<file path="src/verilog/fra_defs.vh">
`ifndef FRA_DEFS_VH
`define FRA_DEFS_VH

// One-hot controller states.
`define FRA_ST_IDLE 3'h1
`define FRA_ST_FETCH 3'h2
`define FRA_ST_PREF 3'h4

// Fields of the platform control word.
`define FRA_CTL_W 5
`define FRA_CTL_CACHE_EN 0
`define FRA_CTL_I_SPEC 1
`define FRA_CTL_I_CACHE 2
`define FRA_CTL_D_SPEC 3
`define FRA_CTL_D_CACHE 4
`define FRA_CTL_RESET 5'h17

// Power mode codes in which the flash can be read.
`define FRA_PM_RUN 3'h0
`define FRA_PM_WAIT 3'h1
`define FRA_PM_VLP_RUN 3'h2
`define FRA_PM_VLP_WAIT 3'h3

// Access sizes.
`define FRA_SZ_BYTE 2'h0
`define FRA_SZ_HALF 2'h1
`define FRA_SZ_WORD 2'h2

// Cache geometry: four sets of four ways, one word per line.
`define FRA_SET_BITS 2
`define FRA_WAY_BITS 2
`define FRA_LINES 16

`define FRA_MASK_BYTE 32'h0000_00ff
`define FRA_MASK_HALF 32'h0000_ffff
`define FRA_MASK_WORD 32'hffff_ffff

`endif

</file>
<file path="src/verilog/fra_flash_read_accelerator.v">
// Behaviour
// - Serve byte, halfword and word reads from the 32-bit flash array.
// - Writes to flash space never reach the array and get a bus error.
// - One-word speculation buffer prefetches the word after the latest access.
// - Cache of four sets by four ways, one word per line, invalidatable.
// - Buffer hit or enabled-cache hit answers within one system clock when no prefetch is in flight.
// - Reset enables cache, instruction speculation and caching, data caching only.
// - Act only while a master accesses flash; otherwise stay idle.
// - Operate only in run, wait and their very-low-power variants.
// - Held disabled in any power mode where flash cannot be read.
// - Separate speculation and caching enables for instruction and data accesses.
// - Flash organisation status shapes every array address the block forms.
`timescale 1ns/1ps
`include "fra_defs.vh"

module fra_flash_read_accelerator #(
  parameter ADDR_W = 18
)(
  CLK,
  RST_B,
  REQ_VALID,
  REQ_WRITE,
  REQ_INSTR,
  REQ_SIZE,
  REQ_ADDR,
  RSP_VALID,
  RSP_ERROR,
  RSP_DATA,
  CTRL_WR,
  CTRL_DATA,
  CTRL_STATE,
  CACHE_INV,
  PWR_MODE,
  FL_ADDR_MASK,
  FL_RD,
  FL_ADDR,
  FL_RVALID,
  FL_RDATA,
  ACCEL_BUSY
);
  localparam WW = ADDR_W - 2;
  localparam TW = WW - `FRA_SET_BITS;

  input wire CLK;
  input wire RST_B;
  input wire REQ_VALID;
  input wire REQ_WRITE;
  input wire REQ_INSTR;
  input wire [1:0] REQ_SIZE;
  input wire [ADDR_W-1:0] REQ_ADDR;
  output reg RSP_VALID;
  output reg RSP_ERROR;
  output reg [31:0] RSP_DATA;
  input wire CTRL_WR;
  input wire [`FRA_CTL_W-1:0] CTRL_DATA;
  output reg [`FRA_CTL_W-1:0] CTRL_STATE;
  input wire CACHE_INV;
  input wire [2:0] PWR_MODE;
  input wire [WW-1:0] FL_ADDR_MASK;
  output reg FL_RD;
  output reg [WW-1:0] FL_ADDR;
  input wire FL_RVALID;
  input wire [31:0] FL_RDATA;
  output reg ACCEL_BUSY;

  reg [2:0] st_r;
  reg [`FRA_LINES-1:0] vld_r;
  reg [TW-1:0] tag_mem [0:`FRA_LINES-1];
  reg [31:0] dat_mem [0:`FRA_LINES-1];
  reg [`FRA_WAY_BITS-1:0] rr_r [0:(1<<`FRA_SET_BITS)-1];
  reg buf_v_r;
  reg [WW-1:0] buf_word_r;
  reg [31:0] buf_data_r;
  reg alloc_we;
  reg [`FRA_SET_BITS+`FRA_WAY_BITS-1:0] alloc_idx;
  integer i;

  wire [WW-1:0] req_word = REQ_ADDR[ADDR_W-1:2] & FL_ADDR_MASK;
  wire [WW-1:0] next_word = (req_word + {{(WW-1){1'b0}}, 1'b1}) & FL_ADDR_MASK;
  wire [`FRA_SET_BITS-1:0] req_set = req_word[`FRA_SET_BITS-1:0];
  wire [TW-1:0] req_tag = req_word[WW-1:`FRA_SET_BITS];
  // Flash is readable only in the run and wait families.
  wire pwr_ok = (PWR_MODE == `FRA_PM_RUN) || (PWR_MODE == `FRA_PM_WAIT) ||
    (PWR_MODE == `FRA_PM_VLP_RUN) || (PWR_MODE == `FRA_PM_VLP_WAIT);
  wire cache_on = CTRL_STATE[`FRA_CTL_CACHE_EN] && (REQ_INSTR ?
    CTRL_STATE[`FRA_CTL_I_CACHE] : CTRL_STATE[`FRA_CTL_D_CACHE]);
  wire spec_on = REQ_INSTR ? CTRL_STATE[`FRA_CTL_I_SPEC] : CTRL_STATE[`FRA_CTL_D_SPEC];
  wire buf_hit = buf_v_r && (buf_word_r == req_word);
  wire next_buffered = buf_v_r && (buf_word_r == next_word);
  // A request is not taken while its answer is still on the bus, or in an invalidate cycle.
  wire accept = REQ_VALID && !RSP_VALID && !CACHE_INV;

  wire [(1<<`FRA_WAY_BITS)-1:0] way_hit;
  wire [31:0] way_data [0:(1<<`FRA_WAY_BITS)-1];
  genvar w;
  generate
    for (w = 0; w < (1 << `FRA_WAY_BITS); w = w + 1)
    begin : g_way
      // A genvar cannot be part-selected, so the way number gets a sized constant.
      localparam [`FRA_WAY_BITS-1:0] WAY = w;
      wire [`FRA_SET_BITS+`FRA_WAY_BITS-1:0] li = {req_set, WAY};
      assign way_hit[w] = vld_r[li] && (tag_mem[li] == req_tag);
      assign way_data[w] = way_hit[w] ? dat_mem[li] : 32'h0000_0000;
    end
  endgenerate
  wire cache_hit = cache_on && (|way_hit);
  wire [31:0] hit_data = way_data[0] | way_data[1] | way_data[2] | way_data[3];

  reg [31:0] lane_mask;
  always @*
  begin
    case (REQ_SIZE)
      `FRA_SZ_BYTE: lane_mask = `FRA_MASK_BYTE << {REQ_ADDR[1:0], 3'h0};
      `FRA_SZ_HALF: lane_mask = `FRA_MASK_HALF << {REQ_ADDR[1], 4'h0};
      default: lane_mask = `FRA_MASK_WORD;
    endcase
  end

  // Allocation happens when a demand miss returns.
  always @*
  begin
    alloc_we = (st_r == `FRA_ST_FETCH) && FL_RVALID && cache_on && !CACHE_INV;
    alloc_idx = {req_set, rr_r[req_set]};
  end

  // Line contents need no reset; the valid bits guard them.
  always @(posedge CLK)
  begin
    if (alloc_we)
    begin
      tag_mem[alloc_idx] <= req_tag;
      dat_mem[alloc_idx] <= FL_RDATA;
    end
  end

  always @(posedge CLK or negedge RST_B)
  begin
    if (!RST_B)
    begin
      st_r <= `FRA_ST_IDLE;
      vld_r <= {`FRA_LINES{1'b0}};
      for (i = 0; i < (1 << `FRA_SET_BITS); i = i + 1)
        rr_r[i] <= {`FRA_WAY_BITS{1'b0}};
      buf_v_r <= 1'b0;
      buf_word_r <= {WW{1'b0}};
      buf_data_r <= 32'h0000_0000;
      RSP_VALID <= 1'b0;
      RSP_ERROR <= 1'b0;
      RSP_DATA <= 32'h0000_0000;
      CTRL_STATE <= `FRA_CTL_RESET;
      FL_RD <= 1'b0;
      FL_ADDR <= {WW{1'b0}};
      ACCEL_BUSY <= 1'b0;
    end
    else
    begin
      RSP_VALID <= 1'b0;
      RSP_ERROR <= 1'b0;
      FL_RD <= 1'b0;
      // Controls are taken as written; software keeps them still during flash traffic.
      if (CTRL_WR)
        CTRL_STATE <= CTRL_DATA;
      case (st_r)
        `FRA_ST_IDLE:
        begin
          if (accept)
          begin
            if (REQ_WRITE || !pwr_ok)
            begin
              RSP_VALID <= 1'b1;
              RSP_ERROR <= 1'b1;
              RSP_DATA <= 32'h0000_0000;
            end
            else if (buf_hit || cache_hit)
            begin
              RSP_VALID <= 1'b1;
              RSP_DATA <= (buf_hit ? buf_data_r : hit_data) & lane_mask;
              if (spec_on && !next_buffered)
              begin
                FL_RD <= 1'b1;
                FL_ADDR <= next_word;
                st_r <= `FRA_ST_PREF;
              end
            end
            else
            begin
              FL_RD <= 1'b1;
              FL_ADDR <= req_word;
              st_r <= `FRA_ST_FETCH;
            end
          end
        end
        `FRA_ST_FETCH:
        begin
          if (FL_RVALID)
          begin
            RSP_VALID <= 1'b1;
            RSP_DATA <= FL_RDATA & lane_mask;
            if (alloc_we)
            begin
              vld_r[alloc_idx] <= 1'b1;
              rr_r[req_set] <= rr_r[req_set] + {{(`FRA_WAY_BITS-1){1'b0}}, 1'b1};
            end
            // A mode change during the fetch must not start a prefetch from an unreadable array.
            if (spec_on && !next_buffered && pwr_ok)
            begin
              FL_RD <= 1'b1;
              FL_ADDR <= next_word;
              st_r <= `FRA_ST_PREF;
            end
            else
              st_r <= `FRA_ST_IDLE;
          end
        end
        `FRA_ST_PREF:
        begin
          if (FL_RVALID)
          begin
            buf_v_r <= 1'b1;
            buf_word_r <= FL_ADDR;
            buf_data_r <= FL_RDATA;
            st_r <= `FRA_ST_IDLE;
          end
        end
        default: st_r <= `FRA_ST_IDLE;
      endcase
      // Invalidate overrides any fill landing in the same cycle.
      if (CACHE_INV)
      begin
        vld_r <= {`FRA_LINES{1'b0}};
        buf_v_r <= 1'b0;
      end
      ACCEL_BUSY <= (st_r != `FRA_ST_IDLE) || accept;
    end
  end
endmodule

</file>
<file path="config.mk">
export PLATFORM = sky130hd
export DESIGN_NAME = fra_flash_read_accelerator
export DESIGN_NICKNAME = d
export VERILOG_FILES = /design/src/verilog/fra_flash_read_accelerator.v
export VERILOG_INCLUDE_DIRS = /design/src /design/src/verilog
export SDC_FILE = /design/constraint.sdc
export NUM_CORES = 1
export LEC_CHECK = 0
export BUFFER_PORTS_ARGS = -buffer_cell sky130_fd_sc_hd__buf_2
export CAP_MARGIN = 20
export CORE_ASPECT_RATIO = 1.5
export CORE_MARGIN = 2
export CORE_UTILIZATION = 45
export DETAILED_ROUTE_END_ITERATION = 12
export SETUP_SLACK_MARGIN = 0.2
export SKIP_CTS_REPAIR_TIMING = 1
export SLEW_MARGIN = 40
export SYNTH_ARGS = -nofsm -noshare
export SYNTH_HDL_FRONTEND = slang
export SYNTH_SLANG_ARGS = --single-unit
</file>
<file path="constraint.sdc">
create_clock -name CLK -period 3 [get_ports CLK]
set_clock_uncertainty 0.1 [all_clocks]
set_input_delay 0.45 -clock CLK [delete_from_list [all_inputs] [get_ports CLK]]
set_output_delay 0.45 -clock CLK [all_outputs]
set_load 0.01 [all_outputs]
</file>
=== Word level (Yosys, flattened, before mapping) ===
Memory sizes are Yosys's and may differ from the RTL's.
Cells that the tools add are included.

* Bits in registers: 133
* Bits in writable memories: 736
* Bits of input ports: 84
* Output and inout port bits: 57
* Logic and storage cells: 170
* Memories: 2

{| class="wikitable"
|+ Memory list
! name !! words !! bits a word !! rd ports !! clocked after Yosys merged registers in !! write ports !! RTL line !! RTL
|-
| dat_mem || 16 || 32 || 4 || 0 || 1 || fra_flash_read_accelerator.v:69 || <nowiki>reg [31:0] dat_mem [0:`FRA_LINES-1];</nowiki>
|-
| tag_mem || 16 || 14 || 4 || 0 || 1 || fra_flash_read_accelerator.v:68 || <nowiki>reg [TW-1:0] tag_mem [0:`FRA_LINES-1];</nowiki>
|}

* Add/sub/neg operators: 2
* Order comparisons: 8
* Equality and inequality tests: 21
* Shifts and indexed selects: 2
* Multiplexer cells: 68
* Bitwise operators: 9
* Reductions and logical operators: 42

{| class="wikitable"
|+ Operator list
! cell !! number
|-
| $mux W32 || 9
|-
| $mux W16 || 10
|-
| $pmux W32 S2 || 2
|-
| $or A32 B32 Y32 || 3
|-
| $and A32 B32 Y32 || 2
|-
| $eq A14 B14 Y1 || 4
|-
| $and A16 B16 Y16 || 2
|-
| $eq A16 B16 Y1 || 2
|-
| $pmux W16 S2 || 1
|-
| $shl A16 B5 Y32 const A || 1
|-
| $shl A8 B5 Y32 const A || 1
|-
| $lt A4 B5 Y1 const B || 5
|-
| $mux W1 || 25
|-
| $mux W3 || 7
|-
| $logic_and A1 B1 Y1 || 17
|-
| $add A16 B1 Y16 const B || 1
|-
| $or A16 B16 Y16 || 1
|-
| $reduce_bool A2 Y1 || 5
|-
| $eq A3 B2 Y1 const B || 3
|-
| $pmux W3 S3 || 1
|-
| $bmux W1 S2 || 4
|-
| $bwmux W8 || 1
|-
| $ne A2 B2 Y1 const B || 4
|-
| $eq A3 B1 Y1 const B || 2
|-
| other kinds (25) || 39
|}

=== Longest topological paths before layout ===
Gate-level depths: netlist (run 1).

* Word-level depth: 14
* Mapped depth: 23
* Gate-level depth less buffers: 13

=== Least setup slack after synthesis (run 1) ===
OpenSTA, ideal clock, no wires.

* Path type: in2reg
* Start: input port REQ_ADDR[2]
* End: register FL_ADDR[2]
* Setup time: 0.125 ns
* Data arrival time: 4.544 ns
* Required time: 2.775 ns
* Slack: -1.769 ns
* Stages: 23
* Path buffers: 10
* Cells stage by stage: and2_1 > buf_4 > inv_4 > buf_6 > buf_6 > buf_6 > buf_6 > buf_6 > buf_2 > buf_2 > buf_2 > ha_1 > nand2b_1 > xnor2_1 > nor4_1 > o311ai_0 > nor4_1 > o2111a_1 > a31oi_1 > o21ai_0 > o21ai_4 > buf_6 > mux2_4

* Longest elaborated chain between the ends: 11
* Elaborated cells between the ends (all ways): 40
* Those cells by class: add/sub: 1; eq/ne: 8; mux: 15; bitwise: 2; reduce/logical: 13; memory: 1

{| class="wikitable"
|+ Ends and longest elaborated chain
! what !! RTL line !! RTL
|-
| start: declaration || fra_flash_read_accelerator.v:50 || <nowiki>input wire [ADDR_W-1:0] REQ_ADDR;</nowiki>
|-
| $and A16 B16 Y16 * || fra_flash_read_accelerator.v:78 || <nowiki>wire [WW-1:0] req_word = REQ_ADDR[ADDR_W-1:2] & FL_ADDR_MASK;</nowiki>
|-
| parallel branches: the longest is 10 deep, another holds $add A16 B1 Y16 || -- ||
|-
| end signal: assignment || fra_flash_read_accelerator.v:152 || <nowiki>FL_ADDR <= {WW{1'b0}};</nowiki>
|-
| end signal: assignment || fra_flash_read_accelerator.v:181 || <nowiki>FL_ADDR <= next_word;</nowiki>
|-
| end signal: assignment || fra_flash_read_accelerator.v:188 || <nowiki>FL_ADDR <= req_word;</nowiki>
|-
| end: declaration || fra_flash_read_accelerator.v:61 || <nowiki>output reg [WW-1:0] FL_ADDR;</nowiki>
|}

Every way passes the cells marked *. The select of a mux whose other input is x is not followed.
A chain may end at the register's enable or synchronous reset.

=== Worst setup path in the final report (run 1) ===
* Start: input port REQ_ADDR[2]
* End: register RSP_DATA[31]

* Longest elaborated chain between the ends: 14
* Elaborated cells between the ends (all ways): 39
* Those cells by class: eq/ne: 6; mux: 17; bitwise: 5; reduce/logical: 9; memory: 2

{| class="wikitable"
|+ Ends and longest elaborated chain
! what !! RTL line !! RTL
|-
| $and A16 B16 Y16 * || fra_flash_read_accelerator.v:78 ||
|-
| $mem_v2 Z16 W14 / $bmux W1 S2 (equally long branches) || -- ||
|-
| $eq A14 B14 Y1 / $mux W1 (equally long branches) || fra_flash_read_accelerator.v:102 || <nowiki>assign way_hit[w] = vld_r[li] && (tag_mem[li] == req_tag);</nowiki>
|-
| $logic_and A1 B1 Y1 || fra_flash_read_accelerator.v:102 ||
|-
| $mux W32 || fra_flash_read_accelerator.v:103 || <nowiki>assign way_data[w] = way_hit[w] ? dat_mem[li] : 32'h0000_0000;</nowiki>
|-
| $or A32 B32 Y32 (3 in a row) || fra_flash_read_accelerator.v:107 || <nowiki>wire [31:0] hit_data = way_data[0] | way_data[1] | way_data[2] | way_data[3];</nowiki>
|-
| $mux W32 || fra_flash_read_accelerator.v:177 || <nowiki>RSP_DATA <= (buf_hit ? buf_data_r : hit_data) & lane_mask;</nowiki>
|-
| $and A32 B32 Y32 || fra_flash_read_accelerator.v:177 ||
|-
| $mux W32 || fra_flash_read_accelerator.v:174 || <nowiki>else if (buf_hit || cache_hit)</nowiki>
|-
| $mux W32 || fra_flash_read_accelerator.v:168 || <nowiki>if (REQ_WRITE || !pwr_ok)</nowiki>
|-
| $mux W32 || fra_flash_read_accelerator.v:166 || <nowiki>if (accept)</nowiki>
|-
| $pmux W32 S2 || fra_flash_read_accelerator.v:163 || <nowiki>case (st_r)</nowiki>
|-
| end signal: assignment || fra_flash_read_accelerator.v:177 ||
|-
| end signal: assignment || fra_flash_read_accelerator.v:198 || <nowiki>RSP_DATA <= FL_RDATA & lane_mask;</nowiki>
|-
| end: declaration || fra_flash_read_accelerator.v:53 || <nowiki>output reg [31:0] RSP_DATA;</nowiki>
|}

Mark *: on every way between the ends. The rest lies on a longest branch, timed or not. The select of a mux whose other input is x is not followed.

==> out/results.md, run 1 <==
* **violations in the final reports** setup timing
* **count of nets after finishing** 2500
* **cell taking the most area after synthesis** sky130_fd_sc_hd__edfxtp_1
* **Min Clock Period, post-route** 3370 ps
* **number of DRC violations after detailed-routing iteration 0** 1768
* **XOR/XNOR share of the synthesized area** 1.94%
* **flip-flop and latch count after synthesis** 869
* **fraction of final layout cells sized beyond drive strength 1** 38.5%
* **CP Max Fanout** 11
* **data required time at the worst endpoint** 3410 ps
* **pre-CTS setup slack** -1110 ps
* **number of global-route vias before repair** 21240
* **largest buffer count on any clock path** 3
* **upper clock frequency limit** 0.297 GHz
* **Die W** 234 um
* **sequential cell area fraction in the yosys report** 71.4%
* **mux contribution to synthesized area** 16.0%
* **synth warn** 0
* **global router's overall resource usage** 24.2%
* **number of sinks handled by clock tree synthesis** 869
* **final number of hold-violating endpoints** 0
* **post-synthesis net count** 2034
* **Startpoint Class** primary input
* **simple-gate share of the synthesized area** 3.93%
* **aggregate global routing overflow** 0
* **via/cell ratio** 5.87
* **leading cell types by total area after synthesis** sky130_fd_sc_hd__edfxtp_1 (62%), sky130_fd_sc_hd__mux4_2 (11%), sky130_fd_sc_hd__dfrtp_1 (9.0%)
* **worst vdd ir** 0.360 mV
* **total wirelength of the detailed-routed design** 100000 um
* **total of fill cells in the finished design** 6074
* **most prevalent standard cell on the critical path** sky130_fd_sc_hd__buf_12
* **# rows** 126
* **initial core utilization** 45.4%
* **post-synthesis share of cell area spent on full adders, half adders and majority gates** 0.211%
* **clock slew at reported path FFs** 60 ps
* **final period utilization** 112%
* **headroom to the max-slew limit** 50.3%
* **Placer Congestion** 0.973
* **top_reg_cell synth** sky130_fd_sc_hd__edfxtp_1
* **type of the setup path with the least slack** in2reg
* **final worst-path setup slack** -372 ps
* **Cell Area, Synth** 35600 um^2
* **worst endpoint data arrival time** 3790 ps
* **Worst Tran Pin Value** 745 ps
* **floorplan core area** 78500 um^2
* **clock root buffer** sky130_fd_sc_hd__clkbuf_16
* **average wire per cell in the routed design** 28.6 um
* **DRT Pass-1 Iters** 7
* **Die Span Y** 349 um
* **outcome** complete, but fails checks
* **average cell area after synthesis** 18.3 um^2
* **count of buffers from port buffering** 138
* **number of H-tree levels** 3
* **number of top-level pins** 141
* **instance count of the mapped netlist** 1944
* **share of Yosys cell area claimed by the top area cell type** 62.0%
* **TritonCTS Buffers** 83
* **count of distinct cell types in the synthesized netlist** 66
* **number of flops mapped to enable cells by yosys** 736
* **stage delay of the slowest cell on the critical path** 450 ps
* **max-slew violation total from the final report** 0
* **via count** 20552
* **clock tree from TritonCTS** built
* **largest net degree at the start of global routing** 63
* **type of the tightest min-delay check** in2reg
* **total of max-cap violations** 0
* **power density of the placed cells** 607 nW/um^2
* **Pleak** 15.9 nW
* **master of the slowest instance on the critical path** sky130_fd_sc_hd__mux4_2
* **crit path cell chain** buf_6, and2_4, clkinv_8, buf_12, mux4_2, xnor2_2, buf_4, nand4_1, nor4_4, buf_4, o41ai_4, buf_12, a31oi_4, a21oi_4, buf_12, buf_12, mux2_4
* **final setup vio count** 51
* **share of the synthesized area in compound gates (AO/OA/AOI/OAI)** 4.86%
* **total die area** 81500 um^2
* **combinational family with the most area after synthesis** multiplexers
* **CP endpoint kind** flip-flop
* **share of synthesized flip-flops with an asynchronous set or reset** 15.3%
* **global-route wire length before repair** 142000 um
* **number of antenna violations at the first check in global routing** 8
* **Final Hold Slack** 41.5 ps
* **Detail Route Antenna Nets** 0
* **unrepaired setup endpoints after global routing** true
* **detailed-placement wirelength estimate** 64000 um
* **area growth from synthesis to layout** 23.8%
* **sum of negative setup slack** -15970 ps
* **utilization of the core after routing** 56.2%
* **# DRC** 0
* **worst-skew pair later-pin latency** 640 ps
## final cells by class
cell class / count / area (um^2) / area share, %
antenna: 4 / 10.0 / 0.0227
clock buffer: 109 / 2280 / 5.17
clock inverter: 42 / 562 / 1.27
inverter: 29 / 121 / 0.275
multi-input combinational: 952 / 10000 / 22.8
sequential: 869 / 25400 / 57.7
tap: 1024 / 1280 / 2.90
timing repair buffer: 473 / 4350 / 9.86
timing repair inverter: 2 / 32.5 / 0.0738
## flip-flops by register name, summed over array words and instances, names as in the netlist, 3 cells and up
register,cells
rr_r,8
buf_word_r,16
dat_mem,512
tag_mem,224
CTRL_STATE,5
st_r,3
buf_data_r,32
vld_r,16
FL_ADDR,16
RSP_DATA,32
## kinds of logic (layout without fill, tap and decap cells)
| family | count (synthesis) | in the layout |
|---|---|---|
| multiplexers | 337 | 337 |
| adder cells (fa/ha/maj) | 6 | 6 |
| AND/OR/NAND/NOR | 267 | 267 |
| flip-flops | 869 | 869 |
| XOR/XNOR | 79 | 79 |
| buffers and inverters | 123 | 655 |
| other | 0 | 4 |
| AO/OA/AOI/OAI | 263 | 263 |
## routing by layer
metal / track usage [%] / routed length [um] / up-vias
li1: - / - / 8745
met1: 30.3 / 38200 / 10909
met2: 42.2 / 52400 / 692
met3: 4.00 / 5710 / 194
met4: 8.58 / 3770 / 12
met5: 0 / 77 / -
## worst paths after layout
path / startpoint / endpoint / slack, ps / cells after the start
setup / recovery: REQ_ADDR[2] / RSP_DATA[31] / -370 / 17
hold / removal: CTRL_WR / CTRL_STATE[4] / 40 / 2
setup reg to reg: tag_mem[15][4] / RSP_DATA[31] / -320 / 13
hold reg to reg: vld_r[15] / vld_r[15] / 380 / 1
max in group asynchronous: RST_B / CTRL_STATE[0] / 1780 / 3
min in group asynchronous: RST_B / buf_word_r[7] / 270 / 2
## critical path, delay by kind of cell
kind            cells  cell delay, ps
buf+inv             8            1190
mux                 2             770
compound gates      3             640
simple gates        3             540
xor+xnor            1             160
## cells in the mapped netlist, types with 6 or more instances
cell type,number
sky130_fd_sc_hd__a21boi_1,6
sky130_fd_sc_hd__and3_1,45
sky130_fd_sc_hd__inv_1,18
sky130_fd_sc_hd__clkbuf_1,51
sky130_fd_sc_hd__mux2_4,29
sky130_fd_sc_hd__nand3_1,13
sky130_fd_sc_hd__nor4_1,12
sky130_fd_sc_hd__mux4_2,167
sky130_fd_sc_hd__inv_2,6
sky130_fd_sc_hd__nor2_1,38
sky130_fd_sc_hd__a21oi_1,39
sky130_fd_sc_hd__o22ai_1,10
sky130_fd_sc_hd__edfxtp_1,736
sky130_fd_sc_hd__a22oi_1,66
sky130_fd_sc_hd__o211ai_1,6
sky130_fd_sc_hd__nor3_1,13
sky130_fd_sc_hd__ha_1,6
sky130_fd_sc_hd__a31oi_1,6
sky130_fd_sc_hd__a21o_1,16
sky130_fd_sc_hd__o21ai_0,82
sky130_fd_sc_hd__buf_6,12
sky130_fd_sc_hd__dfrtp_1,128
sky130_fd_sc_hd__mux2i_1,63
sky130_fd_sc_hd__and2_1,13
sky130_fd_sc_hd__xor2_1,9
sky130_fd_sc_hd__buf_2,22
sky130_fd_sc_hd__nand4_1,20
sky130_fd_sc_hd__mux2_2,78
sky130_fd_sc_hd__nand2b_1,18
sky130_fd_sc_hd__nand2_1,78
sky130_fd_sc_hd__xnor2_1,70
## metrics by stage
| stage | std cells | total power [W] | cell area [um^2] |
|---|---|---|---|
| after floorplan | 1944 | 0.0149 | 35900 |
| final | 3504 | 0.0268 | 44100 |
| after global placement | 3310 | 0.0158 | 40400 |
| after CTS | 3461 | 0.0268 | 43200 |
| after global routing | 3501 | 0.0276 | 44100 |
| after detailed placement | 3310 | 0.0158 | 40400 |
## power by group
group | internal [W] | switching (W)
combinational | 0.00104 | 0.00117
sequential | 0.0133 | 0.000207
clock | 0.00649 | 0.00450
## cells in the final DEF (no fill, tap or decap), types with 36 or more instances in the layout
| master | netlist | final |
|---|---|---|
| sky130_fd_sc_hd__edfxtp_1 | 736 | 736 |
| sky130_fd_sc_hd__and3_1 | 45 | 36 |
| sky130_fd_sc_hd__xnor2_1 | 70 | 62 |
| sky130_fd_sc_hd__o21ai_0 | 82 | 75 |
| sky130_fd_sc_hd__nand2_1 | 78 | 78 |
| sky130_fd_sc_hd__mux2_2 | 78 | 63 |
| sky130_fd_sc_hd__buf_4 | 4 | 234 |
| sky130_fd_sc_hd__clkbuf_16 | 0 | 93 |
| sky130_fd_sc_hd__dfrtp_1 | 128 | 128 |
| sky130_fd_sc_hd__buf_12 | 0 | 69 |
| sky130_fd_sc_hd__buf_2 | 22 | 135 |
| sky130_fd_sc_hd__mux2_4 | 29 | 44 |
| sky130_fd_sc_hd__mux2i_1 | 63 | 60 |
| sky130_fd_sc_hd__mux4_2 | 167 | 167 |
| sky130_fd_sc_hd__a22oi_1 | 66 | 65 |
Note: power is estimated with default switching activity, not from simulation.
==> run 2: changes to the inputs <==
--- a/config.mk
+++ b/config.mk
@@ -8,13 +8,15 @@
 export LEC_CHECK = 0
 export BUFFER_PORTS_ARGS = -buffer_cell sky130_fd_sc_hd__buf_2
 export CAP_MARGIN = 20
+export CELL_PAD_IN_SITES_DETAIL_PLACEMENT = 1
+export CELL_PAD_IN_SITES_GLOBAL_PLACEMENT = 1
 export CORE_ASPECT_RATIO = 1.5
 export CORE_MARGIN = 2
 export CORE_UTILIZATION = 45
 export DETAILED_ROUTE_END_ITERATION = 12
+export PLACE_DENSITY_LB_ADDON = 0.1
 export SETUP_SLACK_MARGIN = 0.2
-export SKIP_CTS_REPAIR_TIMING = 1
-export SLEW_MARGIN = 40
+export SLEW_MARGIN = 20
 export SYNTH_ARGS = -nofsm -noshare
 export SYNTH_HDL_FRONTEND = slang
 export SYNTH_SLANG_ARGS = --single-unit
==> run 2 against run 1 <==
The run still ends with setup timing left. Global-route usage rose by 2.8 points. Die area unchanged. Combinational power about the same.
==> out/results.md, run 2 (same netlist as run 1, synthesis figures left out) <==
* **upper clock frequency limit** 0.301 GHz, +1.4%
* **via/cell ratio** 5.91, +0.83%
* **Die W** 234 um, unchanged
* **Min Clock Period, post-route** 3330 ps, -46.4 ps
* **detailed-placement wirelength estimate** 70400 um, +10%
* **area growth from synthesis to layout** 22.8%
* **top flop regs** dat_mem: 512 flops, tag_mem: 224 flops
* **violations in the final reports** setup timing
* **worst endpoint data arrival time** 3740 ps, -50 ps
* **Die Span Y** 349 um, unchanged
* **final worst-path setup slack** -326 ps, +46.4 ps
* **worst vdd ir** 0.478 mV, +33%
* **register area** 25400 um^2, unchanged
* **number of global-route vias before repair** 22687, +6.8%
* **Detail Route Antenna Nets** 0, unchanged
* **power density of the placed cells** 608 nW/um^2, +0.23%
* **type of the setup path with the least slack** in2reg
* **fraction of final layout cells sized beyond drive strength 1** 38.0%, -0.54 points
* **most common cell after layout, fill and taps aside** sky130_fd_sc_hd__edfxtp_1
* **global router's overall resource usage** 27.0%, +2.8 points
* **number of DRC violations after detailed-routing iteration 0** 1714, -3.1%
* **pre-CTS setup slack** -1260 ps, -152 ps
* **post-route total power** 0.0266 W, -0.59%
* **total die area** 81500 um^2, unchanged
* **number of top-level pins** 141, unchanged
* **TritonCTS Buffers** 85, +2.4%
* **# rows** 126, unchanged
* **clock tree from TritonCTS** built
* **total of fill cells in the finished design** 7125, +17%
* **largest net degree at the start of global routing** 80, +27%
* **count of nets after finishing** 2487, -0.52%
* **aggregate global routing overflow** 0, unchanged
* **number of antenna violations at the first check in global routing** 11, +3
* **total area of multi-input combinational cells** 10000 um^2, -0.34%
* **final setup vio count** 52, +2.0%
* **number of H-tree levels** 3, unchanged
* **clock slew at reported path FFs** 60 ps, about the same
* **DRT Pass-1 Iters** 5, -2
* **CP Max Fanout** 15, +4
* **final period utilization** 111%, -1.5 points
* **initial core utilization** 45.4%, unchanged
* **count of buffers from port buffering** 138, unchanged
* **Worst Tran Pin Value** 1120 ps, +373 ps
* **Startpoint Class** primary input
* **floorplan core area** 78500 um^2, unchanged
* **average wire per cell in the routed design** 30.7 um, +7.3%
* **max-slew violation total from the final report** 0, unchanged
* **via count** 20676, +0.60%
* **CP endpoint kind** flip-flop
* **data required time at the worst endpoint** 3420 ps, about the same
* **Placer Congestion** 0.912, -6.3%
* **Pleak** 15.8 nW, -0.79%
* **clock root buffer** sky130_fd_sc_hd__clkbuf_16
* **unrepaired setup endpoints after global routing** true
* **Reg with most FFs** dat_mem
* **headroom to the max-slew limit** 25.2%, -25 points
* **outcome** complete, but fails checks
* **total of max-cap violations** 0, unchanged
* **type of the tightest min-delay check** in2reg
* **worst-skew pair later-pin latency** 650 ps, about the same
* **final number of hold-violating endpoints** 0, unchanged
* **max reg flops** 512, unchanged
* **# DRC** 0, unchanged
* **number of sinks handled by clock tree synthesis** 869, unchanged
* **total wirelength of the detailed-routed design** 107000 um, +7.0%
* **highest-count cells in the layout ignoring fill and taps** sky130_fd_sc_hd__edfxtp_1 (736), sky130_fd_sc_hd__buf_4 (238), sky130_fd_sc_hd__mux4_2 (167)
* **largest buffer count on any clock path** 3, unchanged
* **worst setup slack for register-to-register paths** -280 ps, +40 ps
* **global-route wire length before repair** 157000 um, +10%
-- run 2: path summary, 6_finish.rpt --
path / from / end / depth (start not counted)
max in group asynchronous: RST_B / st_r[0] / 3
min in group asynchronous: RST_B / FL_ADDR[13] / 2
worst max-delay path: REQ_ADDR[2] / RSP_DATA[13] / 14
worst max register to register: tag_mem[11][12] / RSP_DATA[13] / 10
worst min register to register: vld_r[2] / vld_r[2] / 1
worst min-delay path: CTRL_WR / CTRL_STATE[2] / 2
-- run 2: critical path, stage by stage --
cell                       delay, ps
sky130_fd_sc_hd__buf_2           110
sky130_fd_sc_hd__and2_4          180
sky130_fd_sc_hd__clkinv_8        120
sky130_fd_sc_hd__buf_12          160
sky130_fd_sc_hd__mux4_2          530
sky130_fd_sc_hd__xnor2_1         150
sky130_fd_sc_hd__or4_4           560
sky130_fd_sc_hd__nor4_4          370
sky130_fd_sc_hd__o41ai_4         160
sky130_fd_sc_hd__a31oi_2         200
sky130_fd_sc_hd__a21oi_4          50
sky130_fd_sc_hd__buf_12          160
sky130_fd_sc_hd__buf_12          160
sky130_fd_sc_hd__mux2_4          310
-- run 2: where the power goes --
group	switching (W)	internal (W)	leakage, nW
sequential	0.000212	0.0133	8.44
combinational	0.00117	0.00102	5.98
clock	0.00456	0.00629	1.39
total	0.00595	0.0207	15.8
-- run 2: layer usage --
metal | track usage (%) | part of all wire [%] | vias to the layer above | wire, um
li1 | - | - | 8731 | -
met1 | 32.9 | 38 | 11113 | 41200
met2 | 47.7 | 53 | 597 | 56700
met3 | 3.68 | 4.5 | 225 | 4770
met4 | 11.8 | 4.1 | 10 | 4450
met5 | 0 | 0.060 | - | 64
-- run 2: what timing repair did --
action / CTS / global route
endpoints found under the hold margin: 50 / 0
gates cloned: 2 / 1
endpoints found under the setup margin: 53 / 53
pin swaps: 13 / 4
gates resized for setup: 60 / 17
hold buffers: 7 / 0
buffers inserted: 6 / 3
-- run 2: final cells by class --
type,count,share of cell area [%]
flip-flops and latches,869,58.1
multi-input cells,952,22.9
repair buffers,460,9.31
clock buffers,127,5.71
well taps,1024,2.93
clock inverters,32,0.744
inverters,29,0.277
diodes,3,0.0172
-- run 2: per-stage QoR --
stage / instances / TNS (ps) / hold slack [ps] / area (um^2) / util, %
6_report: 3496 / -13740 / 40.1 / 43700 / 55.7
4_1_cts: 3489 / -10540 / 12.0 / 43600 / 55.6
3_3_place_gp: 3315 / -60950 / 343 / 40300 / 51.4
5_1_grt: 3494 / -16560 / 38.0 / 43700 / 55.7
2_1_floorplan: 1944 / -100710 / 54.4 / 35900 / -
3_5_place_dp: 3315 / -60450 / 350 / 40300 / 51.4
==> run 3: changes to the inputs <==
--- a/config.mk
+++ b/config.mk
@@ -9,10 +9,9 @@
 export BUFFER_PORTS_ARGS = -buffer_cell sky130_fd_sc_hd__buf_2
 export CAP_MARGIN = 20
 export CELL_PAD_IN_SITES_DETAIL_PLACEMENT = 1
-export CELL_PAD_IN_SITES_GLOBAL_PLACEMENT = 1
+export CELL_PAD_IN_SITES_GLOBAL_PLACEMENT = 2
 export CORE_ASPECT_RATIO = 1.5
-export CORE_MARGIN = 2
-export CORE_UTILIZATION = 45
+export CORE_UTILIZATION = 43
 export DETAILED_ROUTE_END_ITERATION = 12
 export PLACE_DENSITY_LB_ADDON = 0.1
 export SETUP_SLACK_MARGIN = 0.2
==> constraint.sdc (replaced) <==
create_clock -name CLK -period 2.9 [get_ports CLK]
set_clock_uncertainty 0.1 [all_clocks]
set_input_delay 0.435 -clock CLK [delete_from_list [all_inputs] [get_ports CLK]]
set_output_delay 0.435 -clock CLK [all_outputs]
set_load 0.01 [all_outputs]
==> run 3 against run 2 <==
The run still ends with setup timing left. Clock power is 8% higher. Sequential share of layout area shrank 0.57 points. Cell area grew 0.98%. Utilization fell by 1.6 points. Combinational power is 3% higher. Die area up 3.1%. Worst hold slack improved by 32 ps. Critical endpoint is now RSP_DATA[19]. Largest cell class unchanged. Highest routed layer unchanged.
==> out/results.md, run 3 (same netlist as run 1, synthesis figures left out) <==
* **average wire per cell in the routed design** 30.3 um, -1.3%
* **type of the setup path with the least slack** in2reg
* **largest buffer count on any clock path** 3, unchanged
* **total of fill cells in the finished design** 7474, +4.9%
* **sum of negative setup slack** -23300 ps, -9560 ps
* **max-slew violation total from the final report** 0, unchanged
* **TritonCTS Buffers** 86, +1.2%
* **total die area** 84000 um^2, +3.1%
* **violations in the final reports** setup timing
* **number of antenna violations at the first check in global routing** 10, -1
* **worst vdd ir** 0.500 mV, +4.7%
* **floorplan core area** 81700 um^2, +4.0%
* **area growth from synthesis to layout** 24.0%
* **Final Hold Slack** 72.3 ps, +32.2 ps
* **Min Clock Period, post-route** 3400 ps
* **register area** 25400 um^2, unchanged
* **cell family with most CP delay** buffers and inverters
* **highest-count cells in the layout ignoring fill and taps** sky130_fd_sc_hd__edfxtp_1 (736), sky130_fd_sc_hd__buf_4 (234), sky130_fd_sc_hd__mux4_2 (167)
* **global-route wire length before repair** 155000 um, -1.2%
* **r2r worst-path depth** 14, +4
* **Hold Path Stages** 1, -1
* **buffers plus inverters on the worst setup path** 8, +3
* **max reg flops** 512, unchanged
* **DRT Pass-1 Iters** 5, unchanged
* **total wirelength of the detailed-routed design** 107000 um, -0.28%
* **number of sinks handled by clock tree synthesis** 869, unchanged
* **Die Span Y** 355 um, +1.7%
* **Detail Route Antenna Nets** 0, unchanged
* **worst-skew pair later-pin latency** 660 ps, about the same
* **Pleak** 15.9 nW, +0.85%
* **count of nets after finishing** 2507, +0.80%
* **Reg with most FFs** dat_mem
* **Startpoint Class** primary input
* **aggregate global routing overflow** 0, unchanged
* **utilization of the core after routing** 54.1%, -1.6 points
* **final period utilization** 117%
* **final number of hold-violating endpoints** 0, unchanged
* **met1 wire length** 40600 um, -1.6%
* **final setup vio count** 52, unchanged
* **outcome** complete, but fails checks
* **detailed-routed wire length on met3** 5100 um, +6.8%
* **via count** 20443, -1.1%
* **crit path cell chain** buf_6, and2_4, clkinv_8, buf_12, buf_4, mux2i_1, nand3_2, o211ai_1, nor3_2, buf_4, o2111a_2, o41ai_4, buf_12, a31oi_4, a21oi_4, buf_12, buf_12, mux2_4
* **r2r startpoint** tag_mem[11][2]
* **headroom to the max-slew limit** 26.3%, +1.1 points
* **Die W** 237 um, +1.4%
* **type of the tightest min-delay check** in2reg
* **via/cell ratio** 5.79, -2.1%
* **clock root buffer** sky130_fd_sc_hd__clkbuf_16
* **Worst Hold Launch** FL_RDATA[14]
* **destination of the worst register-to-register timing path** RSP_DATA[19]
* **# DRC** 0, unchanged
* **CP Max Fanout** 8, -7
* **worst endpoint data arrival time** 3840 ps, +100 ps
* **met2 wirelength from detailed routing** 56800 um, +0.27%
* **most common cell after layout, fill and taps aside** sky130_fd_sc_hd__edfxtp_1
* **initial core utilization** 43.6%, -1.8 points
* **stage delay of the slowest cell on the critical path** 490 ps, -70 ps
* **number of H-tree levels** 3, unchanged
* **Worst Tran Pin Value** 1100 ps, -16.3 ps
* **upper clock frequency limit** 0.294 GHz
* **clock tree from TritonCTS** built
* **clock slew at reported path FFs** 60 ps, about the same
* **detailed-placement wirelength estimate** 69900 um, -0.71%
* **number of top-level pins** 141, unchanged
* **count of buffers from port buffering** 138, unchanged
* **# rows** 128, +1.6%
* **largest net degree at the start of global routing** 59, -26%
* **top routing layer in use** met5
* **top flop regs** dat_mem: 512 flops, tag_mem: 224 flops
* **total area of multi-input combinational cells** 9980 um^2, -0.24%
* **Endpoint, Worst Hold** dat_mem[1][14]
* **most prevalent standard cell on the critical path** sky130_fd_sc_hd__buf_12
* **power density of the placed cells** 633 nW/um^2, +4.1%
* **master of the slowest instance on the critical path** sky130_fd_sc_hd__o41ai_4
* **CP endpoint kind** flip-flop
* **unrepaired setup endpoints after global routing** true
* **fraction of final layout cells sized beyond drive strength 1** 38.5%, +0.56 points
* **final worst-path setup slack** -505 ps, -179 ps
* **total of max-cap violations** 0, unchanged
* **number of global-route vias before repair** 22606, -0.36%
* **global router's overall resource usage** 25.9%, -1.1 points
* **data required time at the worst endpoint** 3340 ps, -80 ps
* **number of DRC violations after detailed-routing iteration 0** 1432, -16%
* **worst setup slack for register-to-register paths** -410 ps, -130 ps
* **Placer Congestion** 0.833, -8.7%
-- run 3: area by class of cell --
type / instances / share of cell area [%]
Clock inverter: 42 / 1.16
Sequential cell: 869 / 57.6
Multi-Input combinational cell: 952 / 22.6
Antenna cell: 2 / 0.0113
Tap cell: 1040 / 2.95
Clock buffer: 119 / 5.52
Inverter: 29 / 0.275
Timing Repair inverter: 2 / 0.0623
Timing Repair Buffer: 477 / 9.86
-- run 3: worst max-delay path by stage --
stage / cells after the start / to / startpoint
6_report: 18 / RSP_DATA[19] / REQ_ADDR[2]
5_1_grt: 18 / RSP_DATA[19] / REQ_ADDR[2]
4_1_cts: 14 / RSP_DATA[2] / tag_mem[7][9]
3_5_place_dp: 14 / RSP_DATA[21] / REQ_ADDR[2]
3_3_place_gp: 16 / RSP_DATA[22] / REQ_ADDR[2]
2_1_floorplan: 23 / FL_ADDR[2] / REQ_ADDR[2]
-- run 3: what timing repair did --
item                                    in CTS  in global routing
endpoints found under the setup margin     519                 63
setup buffers                               12                  7
pin swaps                                    8                  5
gates cloned                                 4                  1
hold buffers                                13                  0
endpoints found under the hold margin       43                  0
gates resized for setup                     42                 31
-- run 3: through the flow --
stage	instance area (um^2)	total power, W	setup slack (ps)	cells
2_1_floorplan	35900	0.0154	-1140	1944
3_3_place_gp	40500	0.0164	-1250	3332
3_5_place_dp	40500	0.0165	-1350	3332
4_1_cts	43900	0.0282	-504	3522
5_1_grt	44200	0.0288	-557	3531
6_report	44200	0.0280	-505	3532
-- run 3: layer usage --
layer | track usage (%) | vias to the layer above
li1 | - | 8766
met1 | 30.4 | 10951
met2 | 46.5 | 525
met3 | 4.28 | 189
met4 | 11.4 | 12
met5 | 0 | -
-- run 3: where the power goes --
group	switching [W]	leakage, nW	internal (W)
clock	0.00482	1.46	0.00688
sequential	0.000214	8.44	0.0138
combinational	0.00122	6.04	0.00103
total	0.00626	15.9	0.0217
